### src/bsid_pkg.sv
// bsid_pkg: shared types and constants of the borrow-subtract / inc / dec / clear datapath
// assumes one core clock domain; the decoder presents one operation per cycle
package bsid_pkg;

    localparam int unsigned DATA_W = 8;

    localparam logic [7:0] WORK_RST  = 8'h00;
    localparam logic [3:0] FLAGS_RST = 4'h0;

    // operations the decoder can request
    typedef enum logic [2:0] {
        BSID_OP_NONE,
        BSID_OP_SUBC_AM,
        BSID_OP_SUBC_MA,
        BSID_OP_SUBC_A,
        BSID_OP_SUBC_M,
        BSID_OP_INC_M,
        BSID_OP_DEC_M,
        BSID_OP_CLR_M
    } bsid_op_t;

    // arithmetic flags
    typedef struct packed {
        logic null_bit;
        logic borrow_bit;
        logic nibble_borrow_bit;
        logic signed_wrap_bit;
    } bsid_flags_t;

    // request from the decoder
    typedef struct packed {
        logic       valid;
        bsid_op_t   op;
        logic [7:0] mem_data;
    } bsid_req_t;

    // write-back toward data memory
    typedef struct packed {
        logic       wr;
        logic [7:0] data;
    } bsid_mem_wr_t;

endpackage

### src/bsid_alu.sv
// bsid_alu: borrow-subtract, increment, decrement and clear datapath slice
// assumes the decoder holds mem_data valid with req.valid; memory write happens one cycle later
`timescale 1ns/1ps

// Behaviour
// (RQ1) subtract-with-borrow into work register: work minus memory minus borrow
// (RQ2) subtract-with-borrow into memory: memory minus work minus borrow
// (RQ3) single-operand on work register: work minus borrow into work register
// (RQ4) single-operand on memory: memory minus borrow written back to memory
// (RQ5) increment adds one to memory byte and writes it back
// (RQ6) decrement subtracts one from memory byte and writes it back
// (RQ7) clear writes zero into memory byte
// (RQ8) borrow-subtract, increment and decrement update all four flags from result
// (RQ9) borrow from bit 7, nibble borrow from bit 3, signed wrap on overflow
module bsid_alu (
    input  wire logic                 sys_clk,
    input  wire logic                 rst_n,
    input  wire bsid_pkg::bsid_req_t  req,
    output logic [7:0]                work_register,
    output bsid_pkg::bsid_flags_t     flags,
    output bsid_pkg::bsid_mem_wr_t    mem_wr
);

    typedef struct packed {
        logic [7:0]             work;
        bsid_pkg::bsid_flags_t  flg;
        bsid_pkg::bsid_mem_wr_t mw;
    } bsid_state_t;

    bsid_state_t s_q;
    bsid_state_t s_d;

    logic [7:0] opa;
    logic [7:0] opb;
    logic       cin;
    logic       is_add;
    logic       upd_flags;
    logic       to_mem;
    logic [8:0] full;
    logic [4:0] low;
    logic [7:0] res;

    always_comb begin
        opa       = 8'h00;
        opb       = 8'h00;
        cin       = 1'b0;
        is_add    = 1'b0;
        upd_flags = 1'b0;
        to_mem    = 1'b0;
        unique case (req.op)
            bsid_pkg::BSID_OP_NONE: begin
            end
            bsid_pkg::BSID_OP_SUBC_AM: begin
                opa       = s_q.work; // RQ1
                opb       = req.mem_data;
                cin       = s_q.flg.borrow_bit;
                upd_flags = 1'b1;
            end
            bsid_pkg::BSID_OP_SUBC_MA: begin
                opa       = req.mem_data; // RQ2
                opb       = s_q.work;
                cin       = s_q.flg.borrow_bit;
                upd_flags = 1'b1;
                to_mem    = 1'b1;
            end
            bsid_pkg::BSID_OP_SUBC_A: begin
                opa       = s_q.work; // RQ3
                cin       = s_q.flg.borrow_bit;
                upd_flags = 1'b1;
            end
            bsid_pkg::BSID_OP_SUBC_M: begin
                opa       = req.mem_data; // RQ4
                cin       = s_q.flg.borrow_bit;
                upd_flags = 1'b1;
                to_mem    = 1'b1;
            end
            bsid_pkg::BSID_OP_INC_M: begin
                opa       = req.mem_data; // RQ5
                opb       = 8'h01;
                is_add    = 1'b1;
                upd_flags = 1'b1;
                to_mem    = 1'b1;
            end
            bsid_pkg::BSID_OP_DEC_M: begin
                opa       = req.mem_data; // RQ6
                opb       = 8'h01;
                upd_flags = 1'b1;
                to_mem    = 1'b1;
            end
            bsid_pkg::BSID_OP_CLR_M: begin
                to_mem    = 1'b1; // RQ7
            end
        endcase
    end

    always_comb begin
        if (is_add) begin
            full = {1'b0, opa} + {1'b0, opb};
            low  = {1'b0, opa[3:0]} + {1'b0, opb[3:0]};
        end else begin
            full = {1'b0, opa} - {1'b0, opb} - {8'h00, cin}; // RQ9
            low  = {1'b0, opa[3:0]} - {1'b0, opb[3:0]} - {4'h0, cin}; // RQ9
        end
        res = (req.op == bsid_pkg::BSID_OP_CLR_M) ? 8'h00 : full[7:0];
    end

    always_comb begin
        s_d        = s_q;
        s_d.mw.wr  = 1'b0;
        if (req.valid) begin
            if (upd_flags) begin
                s_d.flg.null_bit          = (full[7:0] == 8'h00); // RQ8
                s_d.flg.borrow_bit        = full[8]; // RQ9
                s_d.flg.nibble_borrow_bit = low[4]; // RQ9
                s_d.flg.signed_wrap_bit   = is_add ? (opa[7] == opb[7]) && (full[7] != opa[7])
                                                   : (opa[7] != opb[7]) && (full[7] != opa[7]); // RQ9
            end
            if (to_mem) begin
                s_d.mw.wr   = 1'b1;
                s_d.mw.data = res;
            end else if (req.op != bsid_pkg::BSID_OP_NONE) begin
                s_d.work = res;
            end
        end
    end

    always_ff @(posedge sys_clk or negedge rst_n) begin
        if (!rst_n) begin
            s_q.work <= bsid_pkg::WORK_RST;
            s_q.flg  <= bsid_pkg::FLAGS_RST;
            s_q.mw   <= '0;
        end else begin
            s_q <= s_d;
        end
    end

    assign work_register = s_q.work;
    assign flags         = s_q.flg;
    assign mem_wr        = s_q.mw;

    property p_subc_am;
        @(posedge sys_clk) disable iff (!rst_n)
        (req.valid && req.op == bsid_pkg::BSID_OP_SUBC_AM) |=>
            work_register == 8'($past(s_q.work) - $past(req.mem_data) - {7'h00, $past(s_q.flg.borrow_bit)});
    endproperty
    a_subc_am: assert property (p_subc_am) else $error("subc work,mem result wrong"); // RQ1

    property p_subc_ma;
        @(posedge sys_clk) disable iff (!rst_n)
        (req.valid && req.op == bsid_pkg::BSID_OP_SUBC_MA) |=> mem_wr.wr &&
            mem_wr.data == 8'($past(req.mem_data) - $past(s_q.work) - {7'h00, $past(s_q.flg.borrow_bit)});
    endproperty
    a_subc_ma: assert property (p_subc_ma) else $error("subc mem,work result wrong"); // RQ2

    property p_subc_a;
        @(posedge sys_clk) disable iff (!rst_n)
        (req.valid && req.op == bsid_pkg::BSID_OP_SUBC_A) |=>
            work_register == 8'($past(s_q.work) - {7'h00, $past(s_q.flg.borrow_bit)}) && !mem_wr.wr;
    endproperty
    a_subc_a: assert property (p_subc_a) else $error("subc work result wrong"); // RQ3

    property p_subc_m;
        @(posedge sys_clk) disable iff (!rst_n)
        (req.valid && req.op == bsid_pkg::BSID_OP_SUBC_M) |=> mem_wr.wr &&
            mem_wr.data == 8'($past(req.mem_data) - {7'h00, $past(s_q.flg.borrow_bit)}) && $stable(work_register);
    endproperty
    a_subc_m: assert property (p_subc_m) else $error("subc mem result wrong"); // RQ4

    property p_subc_m_flags;
        @(posedge sys_clk) disable iff (!rst_n)
        (req.valid && req.op == bsid_pkg::BSID_OP_SUBC_M) |=>
            flags.borrow_bit == ($past(flags.borrow_bit) && $past(req.mem_data) == 8'h00) &&
            flags.signed_wrap_bit == ($past(flags.borrow_bit) && $past(req.mem_data) == 8'h80);
    endproperty
    a_subc_m_flags: assert property (p_subc_m_flags) else $error("subc mem borrow or wrap flag wrong"); // RQ9

    property p_inc;
        @(posedge sys_clk) disable iff (!rst_n)
        (req.valid && req.op == bsid_pkg::BSID_OP_INC_M) |=>
            mem_wr.wr && mem_wr.data == 8'($past(req.mem_data) + 8'h01);
    endproperty
    a_inc: assert property (p_inc) else $error("increment result wrong"); // RQ5

    property p_dec;
        @(posedge sys_clk) disable iff (!rst_n)
        (req.valid && req.op == bsid_pkg::BSID_OP_DEC_M) |=>
            mem_wr.wr && mem_wr.data == 8'($past(req.mem_data) - 8'h01);
    endproperty
    a_dec: assert property (p_dec) else $error("decrement result wrong"); // RQ6

    property p_clr;
        @(posedge sys_clk) disable iff (!rst_n)
        (req.valid && req.op == bsid_pkg::BSID_OP_CLR_M) |=> mem_wr.wr && mem_wr.data == 8'h00 && $stable(flags);
    endproperty
    a_clr: assert property (p_clr) else $error("clear result wrong"); // RQ7

    property p_null;
        @(posedge sys_clk) disable iff (!rst_n)
        (req.valid && upd_flags) |=>
            flags.null_bit == ($past(to_mem) ? (mem_wr.data == 8'h00) : (work_register == 8'h00));
    endproperty
    a_null: assert property (p_null) else $error("null flag does not match result"); // RQ8

    property p_borrow;
        @(posedge sys_clk) disable iff (!rst_n)
        (req.valid && !is_add && upd_flags && req.op == bsid_pkg::BSID_OP_DEC_M) |=>
            flags.borrow_bit == ($past(req.mem_data) == 8'h00) &&
            flags.nibble_borrow_bit == ($past(req.mem_data[3:0]) == 4'h0);
    endproperty
    a_borrow: assert property (p_borrow) else $error("decrement borrow flags wrong"); // RQ9

    property p_wrap;
        @(posedge sys_clk) disable iff (!rst_n)
        (req.valid && req.op == bsid_pkg::BSID_OP_INC_M) |=> flags.signed_wrap_bit == ($past(req.mem_data) == 8'h7f);
    endproperty
    a_wrap: assert property (p_wrap) else $error("increment signed wrap wrong"); // RQ9

    property p_idle;
        @(posedge sys_clk) disable iff (!rst_n)
        !req.valid |=> !mem_wr.wr ##0 $stable(flags);
    endproperty
    a_idle: assert property (p_idle) else $error("state changed without a request");

endmodule

### config.mk
export PLATFORM = sky130hd
export DESIGN_NAME = bsid_alu
export DESIGN_NICKNAME = d
export VERILOG_FILES = /design/src/bsid_pkg.sv /design/src/bsid_alu.sv
export SDC_FILE = /design/constraint.sdc
export NUM_CORES = 1
export LEC_CHECK = 0
export BUFFER_PORTS_ARGS = -buffer_cell sky130_fd_sc_hd__clkbuf_2
export CAP_MARGIN = 20
export CORE_ASPECT_RATIO = 0.9
export CORE_UTILIZATION = 60
export DETAILED_ROUTE_END_ITERATION = 7
export PLACE_DENSITY_LB_ADDON = 0.2
export SLEW_MARGIN = 10
export SYNTH_ARGS = -nofsm -noshare
export SYNTH_HDL_FRONTEND = slang
export SYNTH_SLANG_ARGS = --single-unit
### constraint.sdc
create_clock -name sys_clk -period 5.1 [get_ports sys_clk]
set_clock_uncertainty 0.1 [all_clocks]
set_input_delay 1.02 -clock sys_clk [delete_from_list [all_inputs] [get_ports sys_clk]]
set_output_delay 1.02 -clock sys_clk [all_outputs]
set_load 0.02 [all_outputs]
==> results.cfg, run 1 <==
[worst_hold_path]
hp-start = mem_wr[5]$_DFFE_PN0P_
hold_class = reg -> reg
worstHoldPathCells = 2
min_to = mem_wr[5]$_DFFE_PN0P_

[routing]
num_vias = 2058
drc_errors = 0
antenna_left = 0
drt_pre_antenna_iters = 5
wl_per_cell_um = 16.6
drt-total-wl_um = 5390
drt-initial-drc-count = 233
vias_per_cell = 6.33

[global_routing]
track_usage = 0.309
grt_pass1_vias = 1892
grt_max_degree = 22
antenna_found_initial = 0
grt_pass1_wl_um = 8830
overflow = 0

[cts]
clk_latency_ps = 260
htreeDepth = 1
cts_root_buf = clkbuf_8
cts_tree = yes
numClockSinks = 21
cts_buffers = 3
cts_hold_buf = 0
clkTransAtPathRegs_ps = 70
cts_setup_buffers = 0
cts_buffer_depth = 2
cts_resized = 0

[critical_path]
worstSetupPathType = in -> reg
cp-start-kind = primary input
cp_max_fo = 12
r2r_cells = 10
r2r_slack_ps = 1850
cp.arrival_ps = 4330
r2r_end = work_register[5]$_DFFE_PN0P_
crit_path_end_kind = register
required_ps = 5190
r2r-start = work_register[0]$_DFFE_PN0P_

[synthesis]
synth-seq-area-share = 0.251
syn_inst = 258
synthArstFlopShare = 1.00
synthesis.area_um2 = 2090
synth_ff_type = dfrtp_1
yosys_register_bits = 21
synth_nets = 295
synth_edf_count = 0
synth.avg_cell_area_um2 = 8.10
yosysWarnings = 0
ys_types = 51

[sta]
slew_headroom = 0.475
finalSetupViolations = 0
drv_slew = 0
worst_pin_slew_ps = 784
tns_ps = 0
fin_crit_sh = 0.832
hold_viol = 0
max_freq_mhz = 236
min_period_ps = 4240
hold_ws_ps = 388
rsz0062_at_grt = false

[placed_design]
numPortBuffers = 34
dpl_cell_area_um2 = 2250
gp_congestion = 0.899
dp_hpwl_um = 4240

[job]
cap_viol_max_count = 0

[final_layout]
fin_area_um2 = 2300
layout.nets = 321
multi_input_area_um2 = 1410
fill_cells = 270
final-seq-area_um2 = 526
area_growth_pct = 9.94
final_core_util = 0.721
n_antenna_cell = 0
drive_gt1_frac = 0.159

[floorplanning]
ios = 35
die_y_um = 58.0
num_rows = 19
start_util = 0.656
fp.dieArea_um2 = 3720
die_w_um = 64.2
core_area_um2 = 3190

[power]
p_leak_nw = 1.11
max-vdd-ir-drop_mv = 0.325
power_density_nw_per_um2 = 396

[status]
status = finished clean
metal layers:
| layer | share of wire | track usage | up-vias |
|---|---|---|---|
| met3 | 0.067 | 0.0492 | 12 |
| met5 | 0 | 0 | - |
| met4 | 0.019 | 0.0667 | 0 |
| li1 | - | - | 976 |
| met2 | 0.46 | 0.514 | 95 |
| met1 | 0.45 | 0.430 | 975 |
registers in the layout, indices dropped and copies added (netlist names):
register       cells
flags              4
work_register      8
mem_wr             9
layout make-up:
| cell class | instances | share of cell area |
|---|---|---|
| well taps | 42 | 0.0229 |
| inverters | 23 | 0.0376 |
| flip-flops and latches | 21 | 0.229 |
| multi-input cells | 200 | 0.614 |
| repair buffers | 35 | 0.0773 |
| clock buffers | 4 | 0.0196 |
worst max path at each step:
stage                 from  cells past startpoint                           end
finish              req[8]                     12          flags[3]$_DFFE_PN0P_
global route        req[8]                     12          flags[3]$_DFFE_PN0P_
floorplan           req[9]                     14         mem_wr[7]$_DFFE_PN0P_
detailed placement  req[8]                     12  work_register[7]$_DFFE_PN0P_
global placement    req[8]                     12  work_register[7]$_DFFE_PN0P_
CTS                 req[8]                     12          flags[3]$_DFFE_PN0P_
power breakdown:
| part | total, mW | leakage (nW) | switching (mW) | internal (mW) |
|---|---|---|---|---|
| clock network | 0.105 | 0.0228 | 0.0495 | 0.0556 |
| logic | 0.525 | 0.826 | 0.322 | 0.204 |
| registers | 0.278 | 0.264 | 0.0546 | 0.224 |
| total | 0.909 | 1.11 | 0.426 | 0.483 |
worst max-delay path, stage by stage:
cell and delay [ps]:
clkbuf_2 210, nor2b_1 590, a22oi_1 140, nor2_1 180, ha_1 320, ha_1 420
a21o_1 260, or3_1 350, or3_1 310, o311ai_1 120, mux2_2 270, a31o_1 140
cells in the mapped netlist (all sizes together), types with 2 or more instances:
master,number,area [um2]
a211oi,4,30.0
a21o,4,30.0
dfrtp,21,526
xnor2,8,70.1
nor2,16,62.6
and3,4,25.0
buf,5,33.8
nor2b,4,27.5
ha,20,250
inv,23,86.3
a22oi,11,82.6
or2,2,12.5
o211ai,6,45.0
or3,5,31.3
nand2,29,109
nor3,3,15.0
o21ai,19,95.1
nand2b,3,18.8
fa,3,60.1
nand3,5,25.0
a32o,2,20.0
a31oi,3,18.8
o22a,2,17.5
a22o,4,35.0
clkbuf,9,33.8
o22ai,2,12.5
mux2,4,45.0
xor2,3,26.3
mux2i,2,20.0
and2,5,31.3
o31ai,3,22.5
a21oi,10,50.1
per-stage QoR:
stage	cells	setup slack, ps	power, mW
after floorplan	258	941	0.642
after global placement	321	789	0.784
after detailed placement	321	676	0.798
after CTS	325	935	0.903
after global routing	325	655	0.971
final	325	858	0.909
kinds of logic after synthesis:
logic type | Yosys count | share of synthesized area
muxes | 6 | 0.0311
xor gates and xnor gates | 11 | 0.0461
adders and majority gates | 23 | 0.149
buffers and inverters | 37 | 0.0736
and+or+nand+nor | 80 | 0.186
DFF | 21 | 0.251
AOI/OAI and AO/OA | 80 | 0.263
placed cells by master, fill, tap and decap left out, types with 5 or more instances in the layout:
cell | netlist | routed
a22oi_1 | 11 | 11
nand3_1 | 5 | 5
inv_1 | 23 | 23
o21ai_0 | 19 | 19
clkbuf_2 | 0 | 34
nand2_1 | 29 | 29
xnor2_1 | 8 | 8
nor2_1 | 15 | 15
ha_1 | 20 | 20
dfrtp_1 | 21 | 21
and2_1 | 5 | 5
or3_1 | 5 | 5
a21oi_1 | 10 | 10
o211ai_1 | 6 | 6
Power figures use the tool's default switching activity.
==> run 2, diff against run 1 <==
--- a/config.mk
+++ b/config.mk
@@ -5,10 +5,11 @@
 export SDC_FILE = /design/constraint.sdc
 export NUM_CORES = 1
 export LEC_CHECK = 0
+export ABC_AREA = 1
 export BUFFER_PORTS_ARGS = -buffer_cell sky130_fd_sc_hd__clkbuf_2
 export CAP_MARGIN = 20
 export CORE_ASPECT_RATIO = 0.9
-export CORE_UTILIZATION = 60
+export CORE_UTILIZATION = 51
 export DETAILED_ROUTE_END_ITERATION = 7
 export PLACE_DENSITY_LB_ADDON = 0.2
 export SLEW_MARGIN = 10
==> constraint.sdc (replaced) <==
create_clock -name sys_clk -period 3.9 [get_ports sys_clk]
set_clock_uncertainty 0.1 [all_clocks]
set_input_delay 0.78 -clock sys_clk [delete_from_list [all_inputs] [get_ports sys_clk]]
set_output_delay 0.78 -clock sys_clk [all_outputs]
set_load 0.02 [all_outputs]
==> results.cfg, run 2 <==
[synthesis]
synth-seq-area-share = 0.256
synth-simple-area-share = 0.298
synth_compound_area_frac = 0.162
syn_inst = 306
synth_edf_count = 0
synth_nets = 343
yosysWarnings = 0
synth_mux_area_frac = 0
netlist.area_leader.share = 0.256
synthArstFlopShare = 1.00
synth.avg_cell_area_um2 = 6.72
yosys_register_bits = 21
netlist.top_cell.by_area = dfrtp_1
yosys-top-cells-count = nand2_1, inv_1, nand3_1, dfrtp_1, ha_1
yosys-top-cells-area = dfrtp_1, nand2_1, ha_1
synth_top_family_by_area = simple AND/OR/NAND/NOR gates
synth_ff_type = dfrtp_1
ys_types = 30
synth.most_common_cell = nand2_1
synthesis.area_um2 = 2060
synthXorXnorAreaFrac = 0.0128
synth-adder-area-share = 0.151

[status]
status = finished clean

[routing]
antenna_left = 0
wl_per_cell_um = 13.1
vias_per_cell = 5.42
drt-initial-drc-count = 99
num_vias = 2098
drt_pre_antenna_iters = 4
drt-total-wl_um = 5060
drc_errors = 0

[final_layout]
final_common_cell = nand2_1
layout_common_cells = nand2_1, inv_1, clkbuf_2
layout.nets = 379
fin_area_um2 = 2310
largest_register_ffs = 9
n_antenna_cell = 0
drive_gt1_frac = 0.173
area_growth_pct = 12.5

[sta]
tns_ps = 0
min_period_ps = 3420
slew_headroom = 0.665
max_freq_mhz = 292
worst_pin_slew_ps = 502
hold_viol = 0
hold_ws_ps = 374
rsz0062_at_grt = false
fin_crit_sh = 0.878
finalSetupViolations = 0
drv_slew = 0

[cts]
htreeDepth = 1
cts_buffer_depth = 2
numClockSinks = 21
cts_resized = 0
clk_latency_ps = 260
cts_buffers = 3
clkTransAtPathRegs_ps = 70
cts_hold_buf = 0
cts_setup_buffers = 0
cts_root_buf = clkbuf_8
cts_tree = yes

[critical_path]
cp.arrival_ps = 3520
cp_max_fo = 8
cp-start-kind = primary input
path_common_cell = nand2_1
worstSetupPathType = in -> reg
crit_path_cell_trace = clkbuf_2, inv_2, nor2_2, inv_1, o22ai_1, inv_1, fa_1, fa_1, nand2_1, nand2_1, nand2_1, nand2_1, nand3_1, o21ai_1, nor2_1, nand3_1, nor2_1, nand3_1, nand2_1
slowest_delay_ps = 480
required_ps = 4000
critPathSlowestCell = fa_1
crit_path_end_kind = register

[power]
max-vdd-ir-drop_mv = 0.307
p_leak_nw = 1.30
power_density_nw_per_um2 = 474

[floorplanning]
start_util = 0.543
die_w_um = 68.9
core_area_um2 = 3780
ios = 35
die_y_um = 62.2
fp.dieArea_um2 = 4290
num_rows = 21

[global_routing]
antenna_found_initial = 0
track_usage = 0.260
grt_max_degree = 22
grt_pass1_wl_um = 8520
grt_pass1_vias = 1905
overflow = 0

[placed_design]
numPortBuffers = 34
gp_congestion = 0.901
dpl_cell_area_um2 = 2270
dp_hpwl_um = 4130

[worst_hold_path]
hold_class = in -> async

[job]
cap_viol_max_count = 0
run 2: cell types whose count changed in the layout (fill, tap and decap cells not counted), moves of 5 or more:
cell	previous run	this run
nand2_2	0	8
o22ai_1	2	14
o21ai_1	0	10
o211ai_1	6	0
inv_2	0	5
nand3_1	5	28
nand2_1	29	73
inv_1	23	55
xnor2_1	8	1
or3_1	5	0
and2_1	5	0
nand4_1	0	5
a22oi_1	11	0
run 2: kinds of logic after synthesis:
logic type,after synthesis
adder cells (fa/ha/maj),23
AO/OA/AOI/OAI,60
flip-flops,21
buffers and inverters,64
AND/OR/NAND/NOR,135
XOR/XNOR,3
run 2: path summary, 6_finish.rpt:
| check | start | endpoint | slack (ps) | depth (start not counted) |
|---|---|---|---|---|
| max | req[8] | flags[3]$_DFFE_PN0P_ | 480 | 19 |
| min | rst_n | mem_wr[8]$_DFF_PN0_ | 370 | 1 |
| max reg2reg | work_register[0]$_DFFE_PN0P_ | flags[3]$_DFFE_PN0P_ | 1040 | 17 |
| min reg2reg | mem_wr[1]$_DFFE_PN0P_ | mem_wr[1]$_DFFE_PN0P_ | 390 | 2 |
| max in group asynchronous | rst_n | mem_wr[3]$_DFFE_PN0P_ | 2990 | 1 |
| min in group sys_clk | mem_wr[1]$_DFFE_PN0P_ | mem_wr[1]$_DFFE_PN0P_ | 390 | 2 |
run 2: worst max-delay path, delay by kind of cell:
kind	cells	cell delay [ps]
adders and majority gates	2	920
and+or+nand+nor	11	1030
buffers and inverters	4	440
AOI/OAI and AO/OA	2	330
run 2: report_power, final:
part | switching, mW | internal [mW] | leakage, nW
Clock | 0.0680 | 0.0727 | 0.0228
Sequential | 0.0458 | 0.283 | 0.266
Combinational | 0.416 | 0.210 | 1.01
run 2: final cells by class:
type / instances / area (um2)
Fill cell: 373 / 1470
Multi-Input combinational cell: 221 / 1280
Sequential cell: 21 / 526
Inverter: 60 / 225
Timing Repair Buffer: 35 / 178
Tap cell: 46 / 57.6
Clock buffer: 4 / 45.0
run 2: per-stage QoR:
step                      cells   util  setup slack [ps]  power, mW
after global placement      383  0.599               289      0.944
final                       387  0.611               476       1.10
after global routing        387  0.611               197       1.20
after detailed placement    383  0.599               231      0.954
after CTS                   387  0.611               491       1.09
after floorplan             306      -               737      0.774
run 2: per-layer routing:
layer / track usage / up-vias / share of wire
li1: - / 1065 / -
met1: 0.384 / 964 / 0.49
met2: 0.394 / 62 / 0.45
met3: 0.0423 / 7 / 0.052
met4: 0.0510 / 0 / 0.010
met5: 0 / - / 0
